[config.mk]
export PLATFORM = sky130hd
export DESIGN_NAME = uhm_modem_pins
export DESIGN_NICKNAME = d
export VERILOG_FILES = /design/src/logic/uhm_pkg.sv /design/src/logic/uhm_sync.sv /design/src/logic/uhm_rclk_tick.sv /design/src/logic/uhm_modem_pins.sv
export SDC_FILE = /design/constraint.sdc
export NUM_CORES = 1
export LEC_CHECK = 0
export ABC_AREA = 1
export BUFFER_PORTS_ARGS = -buffer_cell sky130_fd_sc_hd__clkbuf_2
export CAP_MARGIN = 40
export CORE_ASPECT_RATIO = 1.4
export CORE_MARGIN = 1.5
export CORE_UTILIZATION = 49
export DETAILED_ROUTE_END_ITERATION = 10
export GPL_TIMING_DRIVEN = 0
export PLACE_DENSITY = 0.91
export SLEW_MARGIN = 20
export SYNTH_ARGS = -nofsm -noshare
export SYNTH_HDL_FRONTEND = slang
export SYNTH_SLANG_ARGS = --single-unit
[constraint.sdc]
create_clock -name clock -period 2.1 [get_ports clock]
set_clock_uncertainty 0.2 [all_clocks]
set_input_delay 0.105 -clock clock [delete_from_list [all_inputs] [get_ports clock]]
set_output_delay 0.105 -clock clock [all_outputs]
set_load 0.005 [all_outputs]
[src/logic/uhm_pkg.sv]
// shared constants and types for the modem pin and interrupt logic
package uhm_pkg;

   // ---------------------------------------------------------------
   // bus geometry
   // ---------------------------------------------------------------
   localparam int APB_AW = 8;
   localparam int APB_DW = 32;
   localparam int REG_DW = 8;
   localparam int IDX_W = 2;

   // ---------------------------------------------------------------
   // register indices; byte address is four times the index
   // ---------------------------------------------------------------
   localparam logic [IDX_W-1:0] IDX_MCR = 2'h0;
   localparam logic [IDX_W-1:0] IDX_MSR = 2'h1;
   localparam logic [IDX_W-1:0] IDX_INT_STATUS = 2'h2;
   localparam logic [IDX_W-1:0] IDX_INT_MASK = 2'h3;
   localparam logic [APB_AW-1:0] OFS_MCR = {6'h00, IDX_MCR} << 2;
   localparam logic [APB_AW-1:0] OFS_MSR = {6'h00, IDX_MSR} << 2;
   localparam logic [APB_AW-1:0] OFS_INT_STATUS = {6'h00, IDX_INT_STATUS} << 2;
   localparam logic [APB_AW-1:0] OFS_INT_MASK = {6'h00, IDX_INT_MASK} << 2;
   localparam int IDX_LSB = 2;
   localparam int MAP_TOP = IDX_LSB + IDX_W;

   // ---------------------------------------------------------------
   // modem control and modem status fields
   // ---------------------------------------------------------------
   localparam int MCR_W = 5;
   localparam logic [MCR_W-1:0] MCR_RST = 5'h00;
   localparam int MCR_OUT_A_BIT = 2;
   localparam int MCR_OUT_B_BIT = 3;
   localparam int MCR_LOOP_BIT = 4;
   localparam int MSR_RING_RISE_BIT = 2;
   localparam int MSR_RING_LVL_BIT = 6;

   // ---------------------------------------------------------------
   // interrupt sources, one bit each in status and mask
   // ---------------------------------------------------------------
   localparam int INT_W = 4;
   localparam int INT_RX_ERR = 0;
   localparam int INT_RX_DATA = 1;
   localparam int INT_TX_EMPTY = 2;
   localparam int INT_MODEM = 3;
   localparam logic [INT_W-1:0] INT_RST = 4'h0;

   // ---------------------------------------------------------------
   // pin side
   // ---------------------------------------------------------------
   localparam int RX_OVERSAMPLE = 16;
   localparam int PIN_SYNC_W = 7;
   // {rclk, ring_n, rd, rd_n, cs, addr[1:0]} at their idle levels
   localparam logic [PIN_SYNC_W-1:0] PIN_SYNC_RST = 7'h28;

   typedef enum logic [0:0]
   {
      PR_IDLE = 1'b0,
      PR_DRIVE = 1'b1
   } uhm_pin_state_t;

endpackage

[src/logic/uhm_sync.sv]
// two-flop synchroniser for a group of asynchronous pins
`timescale 1ns/1ps
module uhm_sync
#(
   parameter int WIDTH = 1,
   parameter logic [WIDTH-1:0] RST_VAL = '0
)
(
   input wire logic clock,
   input wire logic sys_rst,
   input wire logic [WIDTH-1:0] async_in,
   output logic [WIDTH-1:0] sync_out
);

   logic [WIDTH-1:0] meta_reg;

   // the first stage feeds only the second stage
   always_ff @(posedge clock)
   begin
      if (sys_rst)
      begin
         meta_reg <= RST_VAL;
         sync_out <= RST_VAL;
      end
      else
      begin
         meta_reg <= async_in;
         sync_out <= meta_reg;
      end
   end

endmodule

[src/logic/uhm_rclk_tick.sv]
// turns the synchronised receiver clock into sample and bit ticks
`timescale 1ns/1ps
module uhm_rclk_tick
#(
   parameter int DIV = 16
)
(
   input wire logic clock,
   input wire logic sys_rst,
   input wire logic rclk_lvl,
   output logic sample_tick,
   output logic bit_tick
);

   localparam int CW = (DIV > 1) ? $clog2(DIV) : 1;

   logic rclk_prev_reg;
   logic [CW-1:0] phase_reg;
   logic rclk_edge;

   assign rclk_edge = rclk_lvl & ~rclk_prev_reg;

   always_ff @(posedge clock)
   begin
      if (sys_rst)
      begin
         rclk_prev_reg <= 1'b0;
         sample_tick <= 1'b0;
         bit_tick <= 1'b0;
         phase_reg <= '0;
      end
      else
      begin
         rclk_prev_reg <= rclk_lvl;
         sample_tick <= rclk_edge;
         bit_tick <= rclk_edge && (phase_reg == CW'(DIV - 1));
         if (rclk_edge)
         begin
            phase_reg <= (phase_reg == CW'(DIV - 1)) ? '0 : phase_reg + 1'b1;
         end
      end
   end

endmodule

[src/logic/uhm_modem_pins.sv]
// modem pin, read strobe and interrupt logic with an apb register slave
//
// Overview of operation
// - irq output is high while any unmasked interrupt is pending, low otherwise.
// - receiver error, data or fifo timeout, transmit empty, modem change raise irq.
// - irq drops when software clears the pending bits, and on master reset.
// - each user output pin is driven low while its control bit is set and loopback is off.
// - user outputs go high on reset, in loopback, or with bit 2/3 clear.
// - receiver is timed from the receiver clock pin at sixteen times baud.
// - selected register drives the pin bus while selected and either strobe active.
// - master reset clears registers and forces outputs to their reset levels.
// - modem status bit 6 shows the present ring indicator level.
// - modem status bit 2 sets only on a low-to-high ring pin transition.
// - reading modem status clears the ring change bit.
// - ring change raises irq when the modem status interrupt is enabled.
`timescale 1ns/1ps
module uhm_modem_pins
   import uhm_pkg::*;
#(
   parameter int RCLK_DIV = RX_OVERSAMPLE
)
(
   input wire logic clock,
   input wire logic sys_rst,
   input wire logic psel,
   input wire logic penable,
   input wire logic pwrite,
   input wire logic [APB_AW-1:0] paddr,
   input wire logic [APB_DW-1:0] pwdata,
   output logic [APB_DW-1:0] prdata,
   output logic pready,
   output logic pslverr,
   input wire logic chip_select,
   input wire logic read_strobe,
   input wire logic read_strobe_n,
   input wire logic [IDX_W-1:0] pin_addr,
   output logic [REG_DW-1:0] pin_data_out,
   output logic pin_data_oe,
   input wire logic rcv_clock,
   output logic rx_sample_tick,
   output logic rx_bit_tick,
   input wire logic ring_indicate_n,
   input wire logic fifo_mode,
   input wire logic rx_error_evt,
   input wire logic rx_data_evt,
   input wire logic rx_timeout_evt,
   input wire logic tx_empty_evt,
   output logic user_out_a_n,
   output logic user_out_b_n,
   output logic loopback,
   output logic irq
);

   // ---------------------------------------------------------------
   // parameter check
   // ---------------------------------------------------------------
   if (RCLK_DIV < 2)
   begin : g_div_check
      $error("RCLK_DIV must be at least 2");
   end

   // ---------------------------------------------------------------
   // functions
   // ---------------------------------------------------------------
   function automatic logic [REG_DW-1:0] reg_read
   (
      input logic [IDX_W-1:0] idx,
      input logic [MCR_W-1:0] modem_control_reg,
      input logic [REG_DW-1:0] msr,
      input logic [INT_W-1:0] sts,
      input logic [INT_W-1:0] msk
   );
      logic [REG_DW-1:0] v;
      v = '0;
      unique case (idx)
         IDX_MCR: v = {3'h0, modem_control_reg};
         IDX_MSR: v = msr;
         IDX_INT_STATUS: v = {4'h0, sts};
         IDX_INT_MASK: v = {4'h0, msk};
      endcase
      return v;
   endfunction

   // ---------------------------------------------------------------
   // pin synchronisers
   // ---------------------------------------------------------------
   logic [PIN_SYNC_W-1:0] pin_sync;
   logic rclk_s;
   logic ring_n_s;
   logic rd_s;
   logic rd_n_s;
   logic cs_s;
   logic [IDX_W-1:0] addr_s;

   // every pin passes two flops before any logic looks at it
   uhm_sync #(
      .WIDTH(PIN_SYNC_W),
      .RST_VAL(PIN_SYNC_RST)
   ) u_pin_sync (
      .clock(clock),
      .sys_rst(sys_rst),
      .async_in({rcv_clock, ring_indicate_n, read_strobe, read_strobe_n,
                 chip_select, pin_addr}),
      .sync_out(pin_sync)
   );

   assign {rclk_s, ring_n_s, rd_s, rd_n_s, cs_s, addr_s} = pin_sync;

   // ---------------------------------------------------------------
   // receiver clock
   // ---------------------------------------------------------------
   // the pin must toggle well below half of clock, or edges are lost
   uhm_rclk_tick #(
      .DIV(RCLK_DIV)
   ) u_rclk_tick (
      .clock(clock),
      .sys_rst(sys_rst),
      .rclk_lvl(rclk_s),
      .sample_tick(rx_sample_tick),
      .bit_tick(rx_bit_tick)
   );

   // ---------------------------------------------------------------
   // apb decode
   // ---------------------------------------------------------------
   logic apb_setup;
   logic apb_access;
   logic apb_hit;
   logic [IDX_W-1:0] apb_idx;
   logic apb_wr;
   logic apb_rd_msr;
   logic [APB_DW-1:0] prdata_reg;

   assign apb_setup = psel & ~penable;
   assign apb_access = psel & penable;
   assign apb_hit = (paddr[APB_AW-1:MAP_TOP] == '0);
   assign apb_idx = paddr[MAP_TOP-1:IDX_LSB];
   assign apb_wr = apb_access & pwrite & apb_hit;
   assign apb_rd_msr = apb_access & ~pwrite & apb_hit & (apb_idx == IDX_MSR);
   // zero wait states: data is captured in the setup cycle
   assign pready = 1'b1;
   assign pslverr = apb_access & ~apb_hit;
   assign prdata = prdata_reg;

   // ---------------------------------------------------------------
   // registers
   // ---------------------------------------------------------------
   logic [MCR_W-1:0] mcr_reg;
   logic [INT_W-1:0] int_status_reg;
   logic [INT_W-1:0] int_status_next;
   logic [INT_W-1:0] int_mask_reg;
   logic ring_rise_flag_reg;
   logic ring_n_prev_reg;
   logic ring_rise_pulse;
   logic ring_clear;
   logic [REG_DW-1:0] msr_view;
   logic [INT_W-1:0] int_set;
   logic [INT_W-1:0] int_w1c;
   uhm_pin_state_t pin_state_reg;
   logic pin_rd_act;
   logic pin_rd_start;

   assign loopback = mcr_reg[MCR_LOOP_BIT];

   always_ff @(posedge clock)
   begin
      if (sys_rst)
      begin
         mcr_reg <= MCR_RST;
      end
      else if (apb_wr && apb_idx == IDX_MCR)
      begin
         mcr_reg <= pwdata[MCR_W-1:0];
      end
   end

   always_ff @(posedge clock)
   begin
      if (sys_rst)
      begin
         int_mask_reg <= INT_RST;
      end
      else if (apb_wr && apb_idx == IDX_INT_MASK)
      begin
         int_mask_reg <= pwdata[INT_W-1:0];
      end
   end

   always_ff @(posedge clock)
   begin
      if (sys_rst)
      begin
         prdata_reg <= '0;
      end
      else if (apb_setup)
      begin
         prdata_reg <= apb_hit ? {24'h000000, reg_read(apb_idx, mcr_reg, msr_view,
                                  int_status_reg, int_mask_reg)} : '0;
      end
   end

   // ---------------------------------------------------------------
   // ring indicator
   // ---------------------------------------------------------------
   // rising pin edge, seen on the synchronised copy only
   assign ring_rise_pulse = ring_n_s & ~ring_n_prev_reg;
   // an apb read clears only a flag it actually returned
   assign ring_clear = (apb_rd_msr & prdata_reg[MSR_RING_RISE_BIT]) |
                       (pin_rd_start & (addr_s == IDX_MSR));

   always_comb
   begin
      msr_view = '0;
      msr_view[MSR_RING_LVL_BIT] = ~ring_n_s;
      msr_view[MSR_RING_RISE_BIT] = ring_rise_flag_reg;
   end

   always_ff @(posedge clock)
   begin
      if (sys_rst)
      begin
         ring_n_prev_reg <= 1'b1;
      end
      else
      begin
         ring_n_prev_reg <= ring_n_s;
      end
   end

   // a new edge in the clearing cycle wins over the clear
   always_ff @(posedge clock)
   begin
      if (sys_rst)
      begin
         ring_rise_flag_reg <= 1'b0;
      end
      else if (ring_rise_pulse)
      begin
         ring_rise_flag_reg <= 1'b1;
      end
      else if (ring_clear)
      begin
         ring_rise_flag_reg <= 1'b0;
      end
   end

   // ---------------------------------------------------------------
   // interrupts
   // ---------------------------------------------------------------
   always_comb
   begin
      int_set = '0;
      int_set[INT_RX_ERR] = rx_error_evt;
      // the timeout source exists only with the fifos on
      int_set[INT_RX_DATA] = rx_data_evt | (fifo_mode & rx_timeout_evt);
      int_set[INT_TX_EMPTY] = tx_empty_evt;
      int_set[INT_MODEM] = ring_rise_pulse;
      int_w1c = (apb_wr && apb_idx == IDX_INT_STATUS) ? pwdata[INT_W-1:0] : '0;
      int_status_next = (int_status_reg & ~int_w1c) | int_set;
   end

   always_ff @(posedge clock)
   begin
      if (sys_rst)
      begin
         int_status_reg <= INT_RST;
      end
      else
      begin
         int_status_reg <= int_status_next;
      end
   end

   assign irq = |(int_status_reg & int_mask_reg);

   // ---------------------------------------------------------------
   // user outputs
   // ---------------------------------------------------------------
   always_ff @(posedge clock)
   begin
      if (sys_rst)
      begin
         user_out_a_n <= 1'b1;
         user_out_b_n <= 1'b1;
      end
      else
      begin
         user_out_a_n <= ~(mcr_reg[MCR_OUT_A_BIT] & ~mcr_reg[MCR_LOOP_BIT]);
         user_out_b_n <= ~(mcr_reg[MCR_OUT_B_BIT] & ~mcr_reg[MCR_LOOP_BIT]);
      end
   end

   // ---------------------------------------------------------------
   // pin read port
   // ---------------------------------------------------------------
   // either strobe may be used; the host parks the other one idle
   assign pin_rd_act = cs_s & (rd_s | ~rd_n_s);
   assign pin_rd_start = (pin_state_reg == PR_IDLE) & pin_rd_act;
   assign pin_data_oe = (pin_state_reg == PR_DRIVE);

   always_ff @(posedge clock)
   begin
      if (sys_rst)
      begin
         pin_state_reg <= PR_IDLE;
      end
      else
      begin
         unique case (pin_state_reg)
            PR_IDLE:
               if (pin_rd_act)
               begin
                  pin_state_reg <= PR_DRIVE;
               end
            PR_DRIVE:
               if (!pin_rd_act)
               begin
                  pin_state_reg <= PR_IDLE;
               end
         endcase
      end
   end

   // data are frozen for the whole strobe so a slow host sees one value
   always_ff @(posedge clock)
   begin
      if (sys_rst)
      begin
         pin_data_out <= '0;
      end
      else if (pin_rd_start)
      begin
         pin_data_out <= reg_read(addr_s, mcr_reg, msr_view, int_status_reg, int_mask_reg);
      end
   end
endmodule

# ---- After elaboration in Yosys (flattened, before gate mapping)
# Cells that the tools add are included.
dict set report word_totals {
  reg_bits 79
  in_bits 57
  out_inout_bits 49
  wordCells 76
}
dict set report op_classes {
  n_addsub 1
  mux 8
  eq_ne 7
  n_bitwise 35
  n_reduce_logical 9
}
# operator n
set op_table {}
lappend op_table {{8-bit case mux with 4 select lines} 2}
lappend op_table {{1-bit bitwise AND} 17}
lappend op_table {{1-bit inverter} 11}
lappend op_table {{4-bit bitwise AND} 2}
lappend op_table {{2-bit equality test, second input constant} 4}
lappend op_table {{4-bit 2-to-1 mux} 2}
lappend op_table {{8-bit 2-to-1 mux} 1}
lappend op_table {{4-bit by 1-bit adder with 4-bit output, second input constant} 1}
lappend op_table {{2-bit by 1-bit equality test with 1-bit output, second input constant} 2}
lappend op_table {{4-bit equality test, second input constant} 1}
lappend op_table {{1-bit logical AND} 4}
lappend op_table {{2-bit zero test} 2}
lappend op_table {{4-bit zero test} 1}
lappend op_table {{4-bit inverter} 1}
lappend op_table {{4-bit OR} 1}
lappend op_table {{4-bit OR reduction} 1}
lappend op_table {{1-bit 2-to-1 mux} 3}
lappend op_table {{1-bit OR} 3}
lappend op_table {{2-bit nonzero test} 1}

# ---- Depth between registers and ports, before layout
dict set report depth {
  depth_word 8
  ltp_mapped 7
  mapped_depth_nobuf 7
}

# ---- Hierarchy
# From an unflattened synthesis, not the netlist that was laid out.
dict set report unflattened {
  cells_unflattened 304
  hier_area_um2 2254.7
}
# module area_each_um2 n_inst cells_per_inst seq_area_each_um2
set modules_own_cells {}
lappend modules_own_cells {uhm_modem_pins 1571.5 1 225 600.6}
lappend modules_own_cells {uhm_sync 400.4 1 44 280.3}
lappend modules_own_cells {uhm_rclk_tick 282.8 1 35 140.1}

# ---- Least setup slack after synthesis
# Ideal clock, no wire load.
dict set report synth_path {
  kind {register to register}
  start {register u_pin_sync.sync_out[6]}
  end {register u_rclk_tick.phase_reg[0]}
  setup_ns 0.121
  setup_slack_ns 0.840
  required_time_ns 1.779
  path_buffers 0
  path_stages_with_launch 6
  arrival_time_ns 0.939
  period_less_slack_ns 1.260
  cell_sequence {dfxtp_1 > inv_1 > nor2_1 > inv_1 > o21ai_0 > nor2_1}
}
dict set report synth_between {
  elab_chain_len 1
}
# element line_no
set synth_lines {}
lappend synth_lines {{start, declared} uhm_sync.sv:12} ;# output logic [WIDTH-1:0] sync_out
lappend synth_lines {{start signal, assigned} uhm_sync.sv:28} ;# sync_out <= meta_reg;
lappend synth_lines {{1-bit bitwise AND} uhm_rclk_tick.sv:21} ;# assign rclk_edge = rclk_lvl & ~rclk_prev_reg;
lappend synth_lines {{end signal, assigned} uhm_rclk_tick.sv:39} ;# phase_reg <= (phase_reg == CW'(DIV - 1)) ? '0 : phase_reg + 1'b1;
lappend synth_lines {{end, declared} uhm_rclk_tick.sv:18} ;# logic [CW-1:0] phase_reg;
# No other way between the ends.
# A chain may end at the register's enable or synchronous reset.

# ---- Final worst setup path
dict set report layout_path {
  start {input rx_data_evt}
  end {register int_status_reg[1]}
}
dict set report layout_between {
  elab_chain_len 2
}
# element line_no
set layout_lines {}
lappend layout_lines {{start, declared} uhm_modem_pins.sv:45} ;# input wire logic rx_data_evt,
lappend layout_lines {{1-bit OR} uhm_modem_pins.sv:255} ;# int_set[INT_RX_DATA] = rx_data_evt | (fifo_mode & rx_timeout_evt);
lappend layout_lines {{4-bit OR} uhm_modem_pins.sv:259} ;# int_status_next = (int_status_reg & ~int_w1c) | int_set;
lappend layout_lines {{end signal, assigned} uhm_modem_pins.sv:270} ;# int_status_reg <= int_status_next;
lappend layout_lines {{end, declared} uhm_modem_pins.sv:149} ;# logic [INT_W-1:0] int_status_reg;
# No other way between the ends.

==> results.txt <==
----------------------------------------------------
[Cells and area]
  Proportion of layout cells with a drive suffix above 1 ... 24.4%
  Number of nets at the end of the flow ... between 400 and 500
  Leading cell type in the layout, fill and taps excluded ... sky130_fd_sc_hd__nand2_1
  Commonest cells after routing, fill and taps aside ... 55 x sky130_fd_sc_hd__nand2_1, 51 x sky130_fd_sc_hd__dfxtp_1, 47 x sky130_fd_sc_hd__clkbuf_2, 42 x sky130_fd_sc_hd__nand3_1, 31 x sky130_fd_sc_hd__nor2_1
  Growth of design area from synthesis to finish ... 32.1%
  Number of diodes added for antenna fixing ... 0
  Non-filler instance count after layout ... roughly 460
  Fill cell instance count of the final layout ... about 380

[Place]
  Number of placed cells counting well taps ... 429
  Final weighted congestion in routability-driven placement ... just under 0.9
  PortBufs ... 47
  Post-placement setup slack ... 0.606 ns
  DPL Wire Length ... roughly 3.6 mm

[Route]
  Highest routed metal layer ... met4
  Total vias in the final route ... 2,128
  Detailed-routing wirelength on met1 ... 1.83 mm
  Met2 wire length ... about 2.6 mm
  Wire length per cell after detailed routing ... 10.9 µm
  Antenna Violating Nets Remaining ... 0
  DRC violations left ... 0
  Starting DRT DRC Count ... between 70 and 80
  Post-DR vias/cell ... ~4.6
  Detailed-routed wire length on met3 ... around 330 µm
  First-pass detailed-route iteration total ... 4
  Final Routed Wirelength ... 4.99 mm

[Floorplan]
  Boundary pin count ... 106
  DIE AREA ... between 4000 and 5000 µm²
  Initial standard-cell utilization of the core ... ~52%
  Total core area ... approximately 4300 µm²
  DIE WIDTH ... between 50 and 60 µm
  Std cell rows ... 28
  Chip Height ... 82.5 µm

[Power and ir drop]
  Power Dens Cells ... 607 nW/µm²
  Static leakage ... approximately 1.4 nW
  Maximum VDD drop ... between 0.0005 and 0.0006 V
  Overall Power ... approximately 1.8 mW

[STA]
  Highest Clock Rate ... 495 MHz
  Max-slew violation count ... 0
  Number of setup violations in the final report ... 0
  Share of the clock period used by the worst path ... 96.1%
  Final hold slack ... between 0.02 and 0.03 ns
  Setup TNS ... 0 ns
  Final worst path period need ... just over 2 ns
  Tightest slew margin relative to the limit ... about two thirds
  Slew at the pin with the worst max-slew slack ... around 0.51 ns
  Unrepaired setup endpoints after global routing ... false
  Hold Fails Final Rpt ... 0
  Final WS setup ... 0.0817 ns

[Clock tree]
  Sinks on the clock net ... 51
  Buffer count from post-CTS setup fixing ... 0
  Root cell of the clock tree ... sky130_fd_sc_hd__clkbuf_8
  Inserted Clock Buffers ... 5
  Clock tree from TritonCTS ... done
  H-tree levels ... 2
  Hold-fix buffer count after cts ... 21
  Clock insertion delay at the later pin of the skew report ... between 0.3 and 0.4 ns
  Total of cells resized after clock tree synthesis ... 0
  Deepest clock path buffer count ... 2
  Register clock-pin slew on the reported worst setup and hold paths ... ~0.090 ns

[GRT]
  Total congestion overflow ... 0
  Total routing resource utilization after global routing ... around 22%
  Global-route wire length before repair ... a little over 8 mm
  Via count of the first global-routing pass ... between 2,000 and 2,500
  Maximum number of pins on one net before global-route repair ... 17
  Antenna violations before repair ... 0

[Synth]
  Synth cell types ... 23
  Cell area after synthesis ... around 2200 µm²
  Count of state elements after synthesis ... 51
  Number of warnings printed during yosys synthesis ... 0
  Gate count of the mapped netlist ... slightly below 300
  Synthesized area divided by synthesized cell count ... ~7.5 µm²
  Share of the yosys chip area belonging to registers ... between 40 and 50%

[Setup path]
  Req. time, crit path ... 2.10 ns
  Critical path launch point type ... input pin
  Category of the worst setup path capture point ... flip-flop
  Worst Path Class, Setup ... input pin to flip-flop
  Signal arrival time at the worst endpoint ... roughly 2.0 ns
  Highest net fanout along the worst path ... 1

[Run]
  Max cap viols ... 0

[Worst hold path]
  Worst min-delay path class ... input pin to flip-flop

[Run status]
  Result of the run ... finished, final reports clean

----------------------------------------------------
kinds of logic after synthesis:
group                      Yosys count  synth area share (%)
and+or+nand+nor                    142                  28.4
AOI/OAI and AO/OA                   32                  7.35
buffers and inverters               65                  16.4
other                                2                 0.339
DFF                                 51                  46.1
adders and majority gates            1                 0.565
xor gates and xnor gates             2                 0.792
layout make-up:
type                            count  area (µm²)  share of cell area [%]
Buffer                             37         259                    8.86
Clock buffer                        5        68.8                    2.35
Clock inverter                      3        18.8                   0.642
Inverter                           28         105                    3.60
Multi-Input combinational cell    206         930                    31.8
Sequential cell                    51        1020                    34.9
Tap cell                           60        75.1                    2.57
Timing Repair Buffer               68         445                    15.2
final timing paths:
kind / endpoint / depth (start not counted) / from / slack [ns]
max: int_status_reg[1]$_SDFF_PP0_ / 6 / rx_data_evt / 0.08
min: prdata[0]$_SDFFE_PP0P_ / 6 / paddr[3] / 0.03
max reg2reg: pin_data_out[4]$_SDFFE_PP0P_ / 7 / u_pin_sync.sync_out[4]$_SDFF_PP0_ / 0.61
min reg2reg: u_pin_sync.sync_out[1]$_SDFF_PP0_ / 2 / u_pin_sync.meta_reg[1]$_SDFF_PP0_ / 0.21
per-layer routing:
metal / global-route usage [%] / up-vias
met2: 41.0 / 97
met5: 0 / -
li1: - / 1082
met3: 4.67 / 18
met1: 20.5 / 931
met4: 16.2 / 0
per-stage QoR:
step,cell area [µm²],util [%]
finish,2920,68.4
detailed placement,2630,61.4
floorplan,2310,-
global placement,2630,61.4
global route,2920,68.4
CTS,2920,68.4
report_power, final:
group / internal (mW) / switching, mW / total [mW] / leakage (nW)
Combinational: 0.107 / 0.0985 / 0.206 / 0.938
Clock: 0.235 / 0.328 / 0.563 / 0.0483
Sequential: 0.990 / 0.0150 / 1.01 / 0.416
Total: 1.33 / 0.442 / 1.77 / 1.40
cell usage after synthesis:
master | n | share of area (%)
sky130_fd_sc_hd__ha_1 | 1 | 0.57
sky130_fd_sc_hd__buf_6 | 1 | 0.51
sky130_fd_sc_hd__nand2_1 | 55 | 9.3
sky130_fd_sc_hd__nor3_1 | 2 | 0.45
sky130_fd_sc_hd__and3_1 | 1 | 0.28
sky130_fd_sc_hd__conb_1 | 2 | 0.34
sky130_fd_sc_hd__nor2_4 | 2 | 1.0
sky130_fd_sc_hd__clkbuf_1 | 4 | 0.68
sky130_fd_sc_hd__a21oi_1 | 23 | 5.2
sky130_fd_sc_hd__o21ai_0 | 8 | 1.8
sky130_fd_sc_hd__inv_1 | 27 | 4.6
sky130_fd_sc_hd__xnor2_1 | 1 | 0.40
sky130_fd_sc_hd__inv_2 | 1 | 0.17
sky130_fd_sc_hd__nor2_2 | 1 | 0.28
sky130_fd_sc_hd__buf_4 | 29 | 9.8
sky130_fd_sc_hd__nor2_1 | 31 | 5.3
sky130_fd_sc_hd__nand4_1 | 3 | 0.85
sky130_fd_sc_hd__xor2_1 | 1 | 0.40
sky130_fd_sc_hd__o21a_1 | 1 | 0.34
sky130_fd_sc_hd__buf_2 | 3 | 0.68
sky130_fd_sc_hd__dfxtp_1 | 51 | 46
sky130_fd_sc_hd__or2_2 | 5 | 1.4
sky130_fd_sc_hd__nand3_1 | 42 | 9.5
worst max-delay path, cell delays in order:
cell and delay (ns):
sky130_fd_sc_hd__dlygate4sd3_1 0.53, sky130_fd_sc_hd__clkbuf_2 0.10, sky130_fd_sc_hd__a21oi_1 0.11, sky130_fd_sc_hd__dlygate4sd3_1 0.57, sky130_fd_sc_hd__a21oi_1 0.06, sky130_fd_sc_hd__dlygate4sd3_1 0.55
No activity file was read; power rests on OpenSTA's default activity.
